===== config.mk =====
export PLATFORM = sky130hd
export DESIGN_NAME = ebus_seq
export DESIGN_NICKNAME = d
export VERILOG_FILES = /design/src/rtl/ebus_pkg.sv /design/src/rtl/timing_mem.sv /design/src/rtl/ebus_seq.sv
export SDC_FILE = /design/constraint.sdc
export NUM_CORES = 1
export LEC_CHECK = 0
export BUFFER_PORTS_ARGS = -buffer_cell sky130_fd_sc_hd__buf_4
export CAP_MARGIN = 40
export CORE_ASPECT_RATIO = 0.6
export CORE_MARGIN = 2
export CORE_UTILIZATION = 54
export CTS_CLUSTER_SIZE = 30
export DETAILED_ROUTE_END_ITERATION = 8
export GPL_TIMING_DRIVEN = 0
export PLACE_DENSITY = 0.76
export SYNTH_ARGS = -nofsm -noshare
export SYNTH_HDL_FRONTEND = slang
export SYNTH_HIERARCHICAL = 1
export SYNTH_SLANG_ARGS = --single-unit

===== constraint.sdc =====
create_clock -name aclk -period 3.5 [get_ports aclk]
set_clock_uncertainty 0.2 [all_clocks]
set_input_delay 0.525 -clock aclk [delete_from_list [all_inputs] [get_ports aclk]]
set_output_delay 0.525 -clock aclk [all_outputs]
set_load 0.03 [all_outputs]

===== src/rtl/ebus_pkg.sv =====
// constants, field layouts and carrier types for the external bus phase sequencer
// assumes a single 10 MHz system clock and an axi4-lite register port
package ebus_pkg;

  localparam int NSEL = 4;
  localparam int SELW = 2;
  localparam int AW   = 24;
  localparam int DW   = 16;

  // register byte offsets
  localparam logic [7:0] OFF_CMD    = 8'h00;
  localparam logic [7:0] OFF_ADDR   = 8'h04;
  localparam logic [7:0] OFF_WDATA  = 8'h08;
  localparam logic [7:0] OFF_RDATA  = 8'h0C;
  localparam logic [7:0] OFF_STATUS = 8'h10;
  localparam logic [7:0] OFF_CLKCTL = 8'h14;
  localparam logic [7:0] OFF_TIMING = 8'h20;

  // command fields
  localparam int CMD_START = 0;
  localparam int CMD_WRITE = 1;
  localparam int CMD_SEL   = 2;
  localparam int CMD_UBS   = 4;

  // status fields
  localparam int ST_BUSY = 0;
  localparam int ST_DONE = 1;

  // per-select timing word fields
  localparam int TF_AB2    = 0;
  localparam int TF_CMD    = 1;
  localparam int TF_DSET   = 3;
  localparam int TF_ACC    = 4;
  localparam int TF_HOLD   = 9;
  localparam int TF_RDYEN  = 11;
  localparam int TF_RDYPOL = 12;
  localparam int TF_RDYASY = 13;
  localparam int TF_WINX   = 14;
  localparam int TF_MUX    = 16;

  localparam logic [31:0] TIMING_RST = 32'h0000_0000;
  localparam logic        CLKEN_RST  = 1'b0;

  localparam logic [1:0] RESP_OKAY   = 2'h0;
  localparam logic [1:0] RESP_SLVERR = 2'h2;

  // external pin outputs
  typedef struct packed {
    logic [AW-1:0]   addr;
    logic [NSEL-1:0] cs_n;
    logic            ale;
    logic            rd_n;
    logic            wr_n;
    logic            upper_byte_select_n;
    logic [DW-1:0]   dout;
    logic            doe;
  } pins_out_t;

  typedef struct packed {
    logic [DW-1:0] din;
    logic          ready;
  } pins_in_t;

  typedef enum {
    PH_IDLE, PH_LOAD, PH_AB, PH_C, PH_D, PH_E, PH_F
  } phase_t;

endpackage


===== src/rtl/timing_mem.sv =====
// per-select timing settings store, one write port with byte enables
// two read ports, read data registered one cycle after the address
`timescale 1ns/1ps
module timing_mem #(
  parameter int DEPTH = 4,
  parameter int AWID  = 2
) (
  input  wire logic             aclk,
  input  wire logic             aresetn,
  input  wire logic             we,
  input  wire logic [AWID-1:0]  waddr,
  input  wire logic [31:0]      wdata,
  input  wire logic [3:0]       wstrb,
  input  wire logic [AWID-1:0]  raddr_a,
  output logic      [31:0]      rdata_a,
  input  wire logic [AWID-1:0]  raddr_b,
  output logic      [31:0]      rdata_b
);
  import ebus_pkg::*;

  logic [31:0] mem [DEPTH];

  genvar e;
  generate
    for (e = 0; e < DEPTH; e++)
    begin : g_entry
      always_ff @(posedge aclk)
      begin
        if (!aresetn)
          mem[e] <= TIMING_RST;
        else if (we && waddr == AWID'(e))
        begin
          for (int b = 0; b < 4; b++)
            if (wstrb[b])
              mem[e][8*b +: 8] <= wdata[8*b +: 8];
        end
      end
    end
  endgenerate

  always_ff @(posedge aclk)
  begin
    if (!aresetn)
    begin
      rdata_a <= TIMING_RST;
      rdata_b <= TIMING_RST;
    end
    else
    begin
      rdata_a <= mem[raddr_a];
      rdata_b <= mem[raddr_b];
    end
  end

endmodule


===== src/rtl/ebus_seq.sv =====
// external bus cycle phase sequencer with axi4-lite register port
// assumes pin inputs are asynchronous; aclk is also the bus reference clock
//
// Local design decisions: the placing of the registers and the AXI4-Lite slave port.
`timescale 1ns/1ps
module ebus_seq (
  input  wire logic                 aclk,
  input  wire logic                 aresetn,
  input  wire logic [7:0]           s_axi_awaddr,
  input  wire logic                 s_axi_awvalid,
  output logic                      s_axi_awready,
  input  wire logic [31:0]          s_axi_wdata,
  input  wire logic [3:0]           s_axi_wstrb,
  input  wire logic                 s_axi_wvalid,
  output logic                      s_axi_wready,
  output logic [1:0]                s_axi_bresp,
  output logic                      s_axi_bvalid,
  input  wire logic                 s_axi_bready,
  input  wire logic [7:0]           s_axi_araddr,
  input  wire logic                 s_axi_arvalid,
  output logic                      s_axi_arready,
  output logic [31:0]               s_axi_rdata,
  output logic [1:0]                s_axi_rresp,
  output logic                      s_axi_rvalid,
  input  wire logic                 s_axi_rready,
  input  wire ebus_pkg::pins_in_t   pin_in,
  output ebus_pkg::pins_out_t       pin_out,
  output logic                      external_clock_output,
  output logic                      external_clock_output_en
);
  import ebus_pkg::*;

  typedef struct packed {
    logic            aw_got;
    logic [7:0]      awaddr;
    logic            w_got;
    logic [31:0]     wdata;
    logic [3:0]      wstrb;
    logic            bvalid;
    logic [1:0]      bresp;
    logic            r_pend;
    logic [7:0]      araddr;
    logic            rvalid;
    logic [31:0]     rdata;
    logic [1:0]      rresp;
    logic [AW-1:0]   addr;
    logic [DW-1:0]   wbuf;
    logic [DW-1:0]   rbuf;
    logic            is_write;
    logic            ubs;
    logic [SELW-1:0] sel;
    logic [SELW-1:0] last_sel;
    logic            last_valid;
    logic            done;
    logic            clk_en;
    phase_t          phase;
    logic [4:0]      cnt;
    logic [31:0]     cfg;
    logic [DW-1:0]   din_s1;
    logic [DW-1:0]   din_s2;
    logic            rdy_s1;
    logic            rdy_s2;
    logic            rdy_s3;
    pins_out_t       pins;
  } state_t;

  state_t cur_reg;
  state_t cur_next;

  logic             mem_we;
  logic [SELW-1:0]  mem_waddr;
  logic [31:0]      mem_rdata_a;
  logic [31:0]      mem_rdata_b;

  timing_mem #(
    .DEPTH (NSEL),
    .AWID  (SELW)
  ) u_timing (
    .aclk    (aclk),
    .aresetn (aresetn),
    .we      (mem_we),
    .waddr   (mem_waddr),
    .wdata   (cur_reg.wdata),
    .wstrb   (cur_reg.wstrb),
    // next-cycle addresses so the registered word is ready one clock later
    .raddr_a (cur_next.araddr[2 +: SELW]),
    .rdata_a (mem_rdata_a),
    .raddr_b (cur_next.sel),
    .rdata_b (mem_rdata_b)
  );

  function automatic logic is_timing(input logic [7:0] a);
    return a >= OFF_TIMING && a < OFF_TIMING + 8'(4 * NSEL);
  endfunction

  // phase lengths from the latched settings
  logic [2:0] len_ab;
  logic [1:0] len_c;
  logic       len_d;
  logic [5:0] len_e;
  logic [1:0] len_f;
  logic       rdy_raw;
  logic       rdy_act;

  always_comb
  begin
    len_ab = cur_reg.cfg[TF_AB2] ? 3'h2 : 3'h1;
    if (!cur_reg.last_valid || cur_reg.last_sel != cur_reg.sel)
      len_ab = len_ab + {1'b0, cur_reg.cfg[TF_WINX +: 2]};
    len_c   = cur_reg.cfg[TF_CMD +: 2];
    len_d   = cur_reg.cfg[TF_DSET];
    len_e   = {1'b0, cur_reg.cfg[TF_ACC +: 5]} + 6'h1;
    len_f   = cur_reg.cfg[TF_HOLD +: 2];
    rdy_raw = cur_reg.cfg[TF_RDYASY] ? cur_reg.rdy_s3 : cur_reg.rdy_s2;
    rdy_act = (rdy_raw == cur_reg.cfg[TF_RDYPOL]);
  end

  logic aw_hs;
  logic w_hs;
  logic ar_hs;
  logic wr_go;

  assign s_axi_awready = !cur_reg.aw_got && !cur_reg.bvalid;
  assign s_axi_wready  = !cur_reg.w_got && !cur_reg.bvalid;
  assign s_axi_arready = !cur_reg.r_pend && !cur_reg.rvalid;
  assign aw_hs         = s_axi_awvalid && s_axi_awready;
  assign w_hs          = s_axi_wvalid && s_axi_wready;
  assign ar_hs         = s_axi_arvalid && s_axi_arready;
  assign wr_go         = cur_reg.aw_got && cur_reg.w_got;
  assign mem_we        = wr_go && is_timing(cur_reg.awaddr);
  assign mem_waddr     = cur_reg.awaddr[2 +: SELW];

  always_comb
  begin
    cur_next = cur_reg;

    // pin input synchronisers
    cur_next.din_s1 = pin_in.din;
    cur_next.din_s2 = cur_reg.din_s1;
    cur_next.rdy_s1 = pin_in.ready;
    cur_next.rdy_s2 = cur_reg.rdy_s1;
    cur_next.rdy_s3 = cur_reg.rdy_s2;

    // write channel
    if (aw_hs)
    begin
      cur_next.aw_got = 1'b1;
      cur_next.awaddr = s_axi_awaddr;
    end
    if (w_hs)
    begin
      cur_next.w_got = 1'b1;
      cur_next.wdata = s_axi_wdata;
      cur_next.wstrb = s_axi_wstrb;
    end
    if (cur_reg.bvalid && s_axi_bready)
      cur_next.bvalid = 1'b0;
    if (wr_go)
    begin
      cur_next.aw_got = 1'b0;
      cur_next.w_got  = 1'b0;
      cur_next.bvalid = 1'b1;
      cur_next.bresp  = RESP_OKAY;
      case (cur_reg.awaddr)
        OFF_CMD:
        begin
          if (cur_reg.wstrb[0] && cur_reg.wdata[CMD_START] && cur_reg.phase == PH_IDLE)
          begin
            cur_next.is_write = cur_reg.wdata[CMD_WRITE];
            cur_next.sel      = cur_reg.wdata[CMD_SEL +: SELW];
            cur_next.ubs      = cur_reg.wdata[CMD_UBS];
            cur_next.done     = 1'b0;
            cur_next.phase    = PH_LOAD;
          end
        end
        OFF_ADDR:
          cur_next.addr = cur_reg.wdata[AW-1:0];
        OFF_WDATA:
          cur_next.wbuf = cur_reg.wdata[DW-1:0];
        OFF_STATUS:
          if (cur_reg.wdata[ST_DONE])
            cur_next.done = 1'b0;
        OFF_CLKCTL:
          cur_next.clk_en = cur_reg.wdata[0];
        OFF_RDATA:
          cur_next.bresp = RESP_OKAY;
        default:
          if (!is_timing(cur_reg.awaddr))
            cur_next.bresp = RESP_SLVERR;
      endcase
    end

    // read channel, one cycle for the settings store
    if (ar_hs)
    begin
      cur_next.r_pend = 1'b1;
      cur_next.araddr = s_axi_araddr;
    end
    if (cur_reg.r_pend)
    begin
      cur_next.r_pend = 1'b0;
      cur_next.rvalid = 1'b1;
      cur_next.rresp  = RESP_OKAY;
      cur_next.rdata  = 32'h0000_0000;
      case (cur_reg.araddr)
        OFF_ADDR:   cur_next.rdata[AW-1:0] = cur_reg.addr;
        OFF_WDATA:  cur_next.rdata[DW-1:0] = cur_reg.wbuf;
        OFF_RDATA:  cur_next.rdata[DW-1:0] = cur_reg.rbuf;
        OFF_CMD:    cur_next.rdata = 32'h0000_0000;
        OFF_STATUS:
        begin
          cur_next.rdata[ST_BUSY] = cur_reg.phase != PH_IDLE;
          cur_next.rdata[ST_DONE] = cur_reg.done;
        end
        OFF_CLKCTL: cur_next.rdata[0] = cur_reg.clk_en;
        default:
          if (is_timing(cur_reg.araddr))
            cur_next.rdata = mem_rdata_a;
          else
            cur_next.rresp = RESP_SLVERR;
      endcase
    end
    if (cur_reg.rvalid && s_axi_rready)
      cur_next.rvalid = 1'b0;

    // phase sequencer
    case (cur_reg.phase)
      PH_IDLE:
        cur_next.cnt = 5'h0;
      PH_LOAD:
      begin
        cur_next.cfg   = mem_rdata_b;
        cur_next.phase = PH_AB;
        cur_next.cnt   = 5'h0;
      end
      PH_AB:
      begin
        if (cur_reg.cnt == 5'(len_ab - 3'h1))
        begin
          cur_next.cnt        = 5'h0;
          cur_next.last_sel   = cur_reg.sel;
          cur_next.last_valid = 1'b1;
          if (len_c != 2'h0)
            cur_next.phase = PH_C;
          else if (len_d)
            cur_next.phase = PH_D;
          else
            cur_next.phase = PH_E;
        end
        else
          cur_next.cnt = cur_reg.cnt + 5'h1;
      end
      PH_C:
      begin
        if (cur_reg.cnt == 5'(len_c - 2'h1))
        begin
          cur_next.cnt   = 5'h0;
          cur_next.phase = len_d ? PH_D : PH_E;
        end
        else
          cur_next.cnt = cur_reg.cnt + 5'h1;
      end
      PH_D:
      begin
        cur_next.cnt   = 5'h0;
        cur_next.phase = PH_E;
      end
      PH_E:
      begin
        if (cur_reg.cnt != 5'(len_e - 6'h1))
          cur_next.cnt = cur_reg.cnt + 5'h1;
        else if (!cur_reg.cfg[TF_RDYEN] || rdy_act)
        begin
          cur_next.cnt = 5'h0;
          if (!cur_reg.is_write)
            cur_next.rbuf = cur_reg.din_s2;
          if (len_f != 2'h0)
            cur_next.phase = PH_F;
          else
          begin
            cur_next.phase = PH_IDLE;
            cur_next.done  = 1'b1;
          end
        end
      end
      PH_F:
      begin
        if (cur_reg.cnt == 5'({3'h0, len_f} - 5'h1))
        begin
          cur_next.cnt   = 5'h0;
          cur_next.phase = PH_IDLE;
          cur_next.done  = 1'b1;
        end
        else
          cur_next.cnt = cur_reg.cnt + 5'h1;
      end
      default:
        cur_next.phase = PH_IDLE;
    endcase

    // pins follow the next phase so they change on the same edge as the phase
    cur_next.pins.ale                 = cur_next.phase == PH_AB;
    cur_next.pins.rd_n                = !(cur_next.phase == PH_E && !cur_reg.is_write);
    cur_next.pins.wr_n                = !(cur_next.phase == PH_E && cur_reg.is_write);
    cur_next.pins.cs_n                = {NSEL{1'b1}};
    cur_next.pins.upper_byte_select_n = 1'b1;
    cur_next.pins.doe                 = 1'b0;
    cur_next.pins.dout                = cur_reg.pins.dout;
    if (cur_next.phase inside {PH_AB, PH_C, PH_D, PH_E, PH_F})
    begin
      cur_next.pins.addr                = cur_reg.addr;
      cur_next.pins.cs_n[cur_reg.sel]   = 1'b0;
      cur_next.pins.upper_byte_select_n = !cur_reg.ubs;
    end
    if (cur_next.phase == PH_AB && cur_next.cfg[TF_MUX])
    begin
      cur_next.pins.doe  = 1'b1;
      cur_next.pins.dout = cur_reg.addr[DW-1:0];
    end
    else if (cur_reg.is_write && (cur_next.phase inside {PH_E, PH_F}
             || (cur_next.phase == PH_D && !cur_next.cfg[TF_MUX])))
    begin
      cur_next.pins.doe  = 1'b1;
      cur_next.pins.dout = cur_reg.wbuf;
    end
  end

  always_ff @(posedge aclk)
  begin
    if (!aresetn)
    begin
      cur_reg                          <= '0;
      cur_reg.phase                    <= PH_IDLE;
      cur_reg.cfg                      <= TIMING_RST;
      cur_reg.clk_en                   <= CLKEN_RST;
      cur_reg.pins.cs_n                <= {NSEL{1'b1}};
      cur_reg.pins.rd_n                <= 1'b1;
      cur_reg.pins.wr_n                <= 1'b1;
      cur_reg.pins.upper_byte_select_n <= 1'b1;
    end
    else
      cur_reg <= cur_next;
  end

  assign s_axi_bvalid             = cur_reg.bvalid;
  assign s_axi_bresp              = cur_reg.bresp;
  assign s_axi_rvalid             = cur_reg.rvalid;
  assign s_axi_rdata              = cur_reg.rdata;
  assign s_axi_rresp              = cur_reg.rresp;
  assign pin_out                  = cur_reg.pins;
  assign external_clock_output    = aclk & cur_reg.clk_en;
  assign external_clock_output_en = cur_reg.clk_en;

endmodule


Word level (Yosys, flattened, before mapping)
Memories as Yosys holds them, arrays and structs flattened. A register that Yosys moved wholly into a read port is not among the register bits.
Index checks and enable logic that the tools add are counted.

cells by class
  add/sub/neg operators = 7
  multipliers = 0
  divide/modulo/power cells = 0
  magnitude comparators = 6
  eq/ne operators = 34
  shift-type cells = 0
  muxes and demuxes = 119
  bitwise operators = 21
  reductions and logical operators = 71

operator list
  operator                                                           count
  equality test 32 x 3 -> 1 bit, second input constant               7
  2-to-1 mux 32 bit                                                  7
  case mux 32 bit (7 select lines)                                   1
  2-to-1 mux 8 bit                                                   17
  equality test 32 x 2 -> 1 bit, second input constant               4
  equality test 32 x 4 -> 1 bit, second input constant               2
  logical NOT 32 bit                                                 2
  2-to-1 mux 1 bit                                                   64
  case mux 14 bit (4 select lines)                                   1
  2-to-1 mux 17 bit                                                  3
  2-to-1 mux 37 bit                                                  1
  2-to-1 mux 34 bit                                                  1
  equality test 32 x 1 -> 1 bit, second input constant               1
  equality test 8 x 4 -> 1 bit, second input constant                4
  equality test 8 x 5 -> 1 bit, second input constant                4
  nonzero test 32 bit                                                1
  case mux 5 bit (5 select lines)                                    1
  logical AND 1 bit                                                  24
  2-to-1 mux 5 bit                                                   4
  equality test 8 x 3 -> 1 bit, second input constant                2
  greater-or-equal comparator 8 x 6 -> 1 bit, second input constant  2
  logical NOT 8 bit                                                  2
  < comparator 8 x 6 -> 1 bit, second input constant                 2
  2-to-1 mux 2 bit                                                   8
  37 further kinds                                                   93

storage, ports and cells
  flip-flop bits (word level) = 296
  latch bits = 0
  memory bits (writable) = 128
  bits in read-only memories = 0
  bits of input ports = 76
  output and inout port bits = 92
  word-level logic and storage cells = 299
  memories = 1

memory list
  name          depth  bits a word  rd ports  clocked after memory_dff  write ports  line              RTL
  u_timing.mem  4      32           2         2                         4            timing_mem.sv:21  logic [31:0] mem [DEPTH];

Logic depth before layout (Yosys ltp)
  depth in word-level cells = 14
  mapped depth = 16
  depth with buffers taken out = 14

By module
The synthesis kept the hierarchy.

by module, submodules not included
  module      times used  cells an instance  area an instance (um^2)  seq. area each (um^2)
  ebus_seq    1           1306               12210.5                  5885.6
  timing_mem  1           632                8061.5                   5124.9

==> run summary <==
status = finished with violations
violated checks = negative setup slack
Leak Pwr = 9.07 nW
Tightest Hold Check Type = in -> reg
multi-input logic area = 7730 um^2
Max-slew headroom = 0.333
# diodes = 0
DR vias = 15600
routed len/inst = 21.8 um
initial core utilization = 0.553
Hold EP = cur_reg[256]
Via density = 5.74
R2R Setup Slk = -0.24 ns
Nets = 2305
IO Port Bufs = 165
worst r2r src = cur_reg[84]
worst-skew pair later-pin latency = 0.68 ns
GR Layer Usage met1 = 0.444
final setup margin = -0.244 ns
number of setup violations in the final report = 44
Top Usage Layer GRT = met2
layout filler cell count = 2654
crit path kind = reg -> reg
Total Routing Usage GR = 0.312
number of flip-flops in the largest register = 190
chip height = 151 um
Critical Path AT = 4.09 ns
layout cells sized above 1 = 0.210
r2r worst-path depth = 17
unrepaired setup endpoints after global routing = yes
Critical Path Sink Type = flip-flop
largest net degree at the start of global routing = 17
Reg area = 10700 um^2
fin. max-slew vios = 0
Max Cap Viol = 0
Post-DP HPWL = 42500 um
Hold Vio Cnt, Final = 0
dpl ws = -0.763 ns
Cell Pwr Density = 490 nW/um^2
die footprint = 37800 um^2
Final Cycle Share = 1.07
Syn. warnings = 6
Finished Layout Cells = 2720
worst-case vdd ir drop = 0.000307 V
vias in the first global route = 15000
Routability Congestion = 0.972
R2R Path End = pin_out[21]
DRT antenna net count = 0
worst-path maximum fanout = 7
first-pass GRT wire length = 88300 um
initial antenna violation count = 1
final instance area = 24300 um^2
Hold Crit Depth = 4
Post-Syn Instances = 1875
critical-path cell list = inv_4 > ha_4 > fa_1 > mux2i_1 > ha_2 > xor2_2 > xnor2_1 > nand4_1 > buf_4 > nor4_4 > o21ai_4 > buf_4 > nand2_4 > buf_12 > buf_12 > nand2_1 > or3_1
clock-pin slew of the registers on the worst-case setup and hold paths = 0.07 ns
Ports = 168
worst hold start = s_axi_araddr[3]
grt met2 use = 0.472
clock period minus worst slack = 3.74 ns
Required @ worst endpoint = 3.85 ns
width of the die = 250 um
Core ar. = 35300 um^2
DRC Markers = 0
hold slack = 0.134 ns
CP max-delay cell = fa_1
row cnt = 53
CP startpoint kind = flip-flop
final wirelength = 59200 um
grt ovf = 0
dpl cell area = 21700 um^2
Cell Area, Synth = 19600 um^2
1st-iter DRT viols = 1840
met3 GRT Util = 0.0734
worst slew pin tran = 0.998 ns
Detailed Routing Iterations Pass 1 = 6
CTS tree = done
syn_area_per_cell = 10.4 um^2
placed cell count = 2557
Fmax achieved = 267 MHz
slowest cell delay on critical path = 0.60 ns
Syn-to-layout area delta = 24.3%
==> worst max-delay path by stage <==
stage / slack (ns) / cells past startpoint / from / endpoint
after global routing: -0.40 / 16 / cur_reg[84] / pin_out[3]
after CTS: -0.18 / 16 / cur_reg[84] / pin_out[3]
after global placement: -0.67 / 15 / cur_reg[84] / pin_out[21]
after detailed placement: -0.76 / 15 / cur_reg[84] / pin_out[21]
after floorplan: -0.17 / 14 / cur_reg[84] / pin_out[10]
final: -0.24 / 17 / cur_reg[84] / pin_out[21]
==> layer usage <==
| metal | share of wire | up-vias |
|---|---|---|
| li1 | - | 7100 |
| met1 | 0.43 | 7522 |
| met2 | 0.43 | 870 |
| met3 | 0.11 | 126 |
| met4 | 0.029 | 0 |
| met5 | 0 | - |
==> cell type report <==
cell class,instances,share of cell area
sequential,471,0.441
multi-input combinational,1172,0.318
timing repair buffer,271,0.0926
buffer,216,0.0558
clock buffer,63,0.0540
tap,467,0.0240
clock inverter,14,0.00757
inverter,46,0.00721
==> layout by cell type (no fill, tap or decap), types with 14 or more instances in the layout <==
cell             n
and2_1          47
dfxtp_1        339
o22ai_1         45
mux2i_1        185
o211ai_1        17
nand2_1        247
edfxtp_1       128
a21boi_0       104
nor2_1          45
inv_1           45
nand3_1         22
o21ai_0         34
conb_1          31
a21oi_1         29
buf_4          284
nor2b_1         60
clkbuf_1        77
nor3_1         135
dlygate4sd3_1   70
buf_2           40
clkbuf_16       49
nand2b_1        21
buf_6           14
==> through the flow <==
stage                     utilization  power (mW)  setup TNS [ns]
after CTS                       0.684        11.9           -3.90
after floorplan                     -        6.52           -1.68
after detailed placement        0.613        6.94          -29.70
final                           0.688        11.9           -6.84
after global routing            0.688        12.2          -13.78
after global placement          0.609        6.90          -24.32
==> where the power goes <==
part	switching, mW	internal [mW]	total [mW]
Clock	2.08	2.90	4.98
Combinational	0.628	0.399	1.03
Sequential	0.116	5.78	5.89
==> worst max-delay path: cells and delay by family (launching register included) <==
family | cells | cell delay, ns
flip-flops | 1 | 0.37
adder cells (fa/ha/maj) | 3 | 0.95
AO/OA/AOI/OAI | 1 | 0.11
XOR/XNOR | 2 | 0.35
AND/OR/NAND/NOR | 5 | 0.85
multiplexers | 1 | 0.11
buffers and inverters | 5 | 0.67
==> timing repair <==
| item | CTS | global route |
|---|---|---|
| cloned | 1 | 0 |
| hold endpoints to repair | 70 | 0 |
| hold buffers | 70 | 0 |
| setup buffers | 13 | 3 |
| pin swaps | 18 | 5 |
| setup endpoints to repair | 63 | 69 |
| gates resized for setup | 44 | 19 |
No activity file was read; power rests on OpenSTA's default activity.
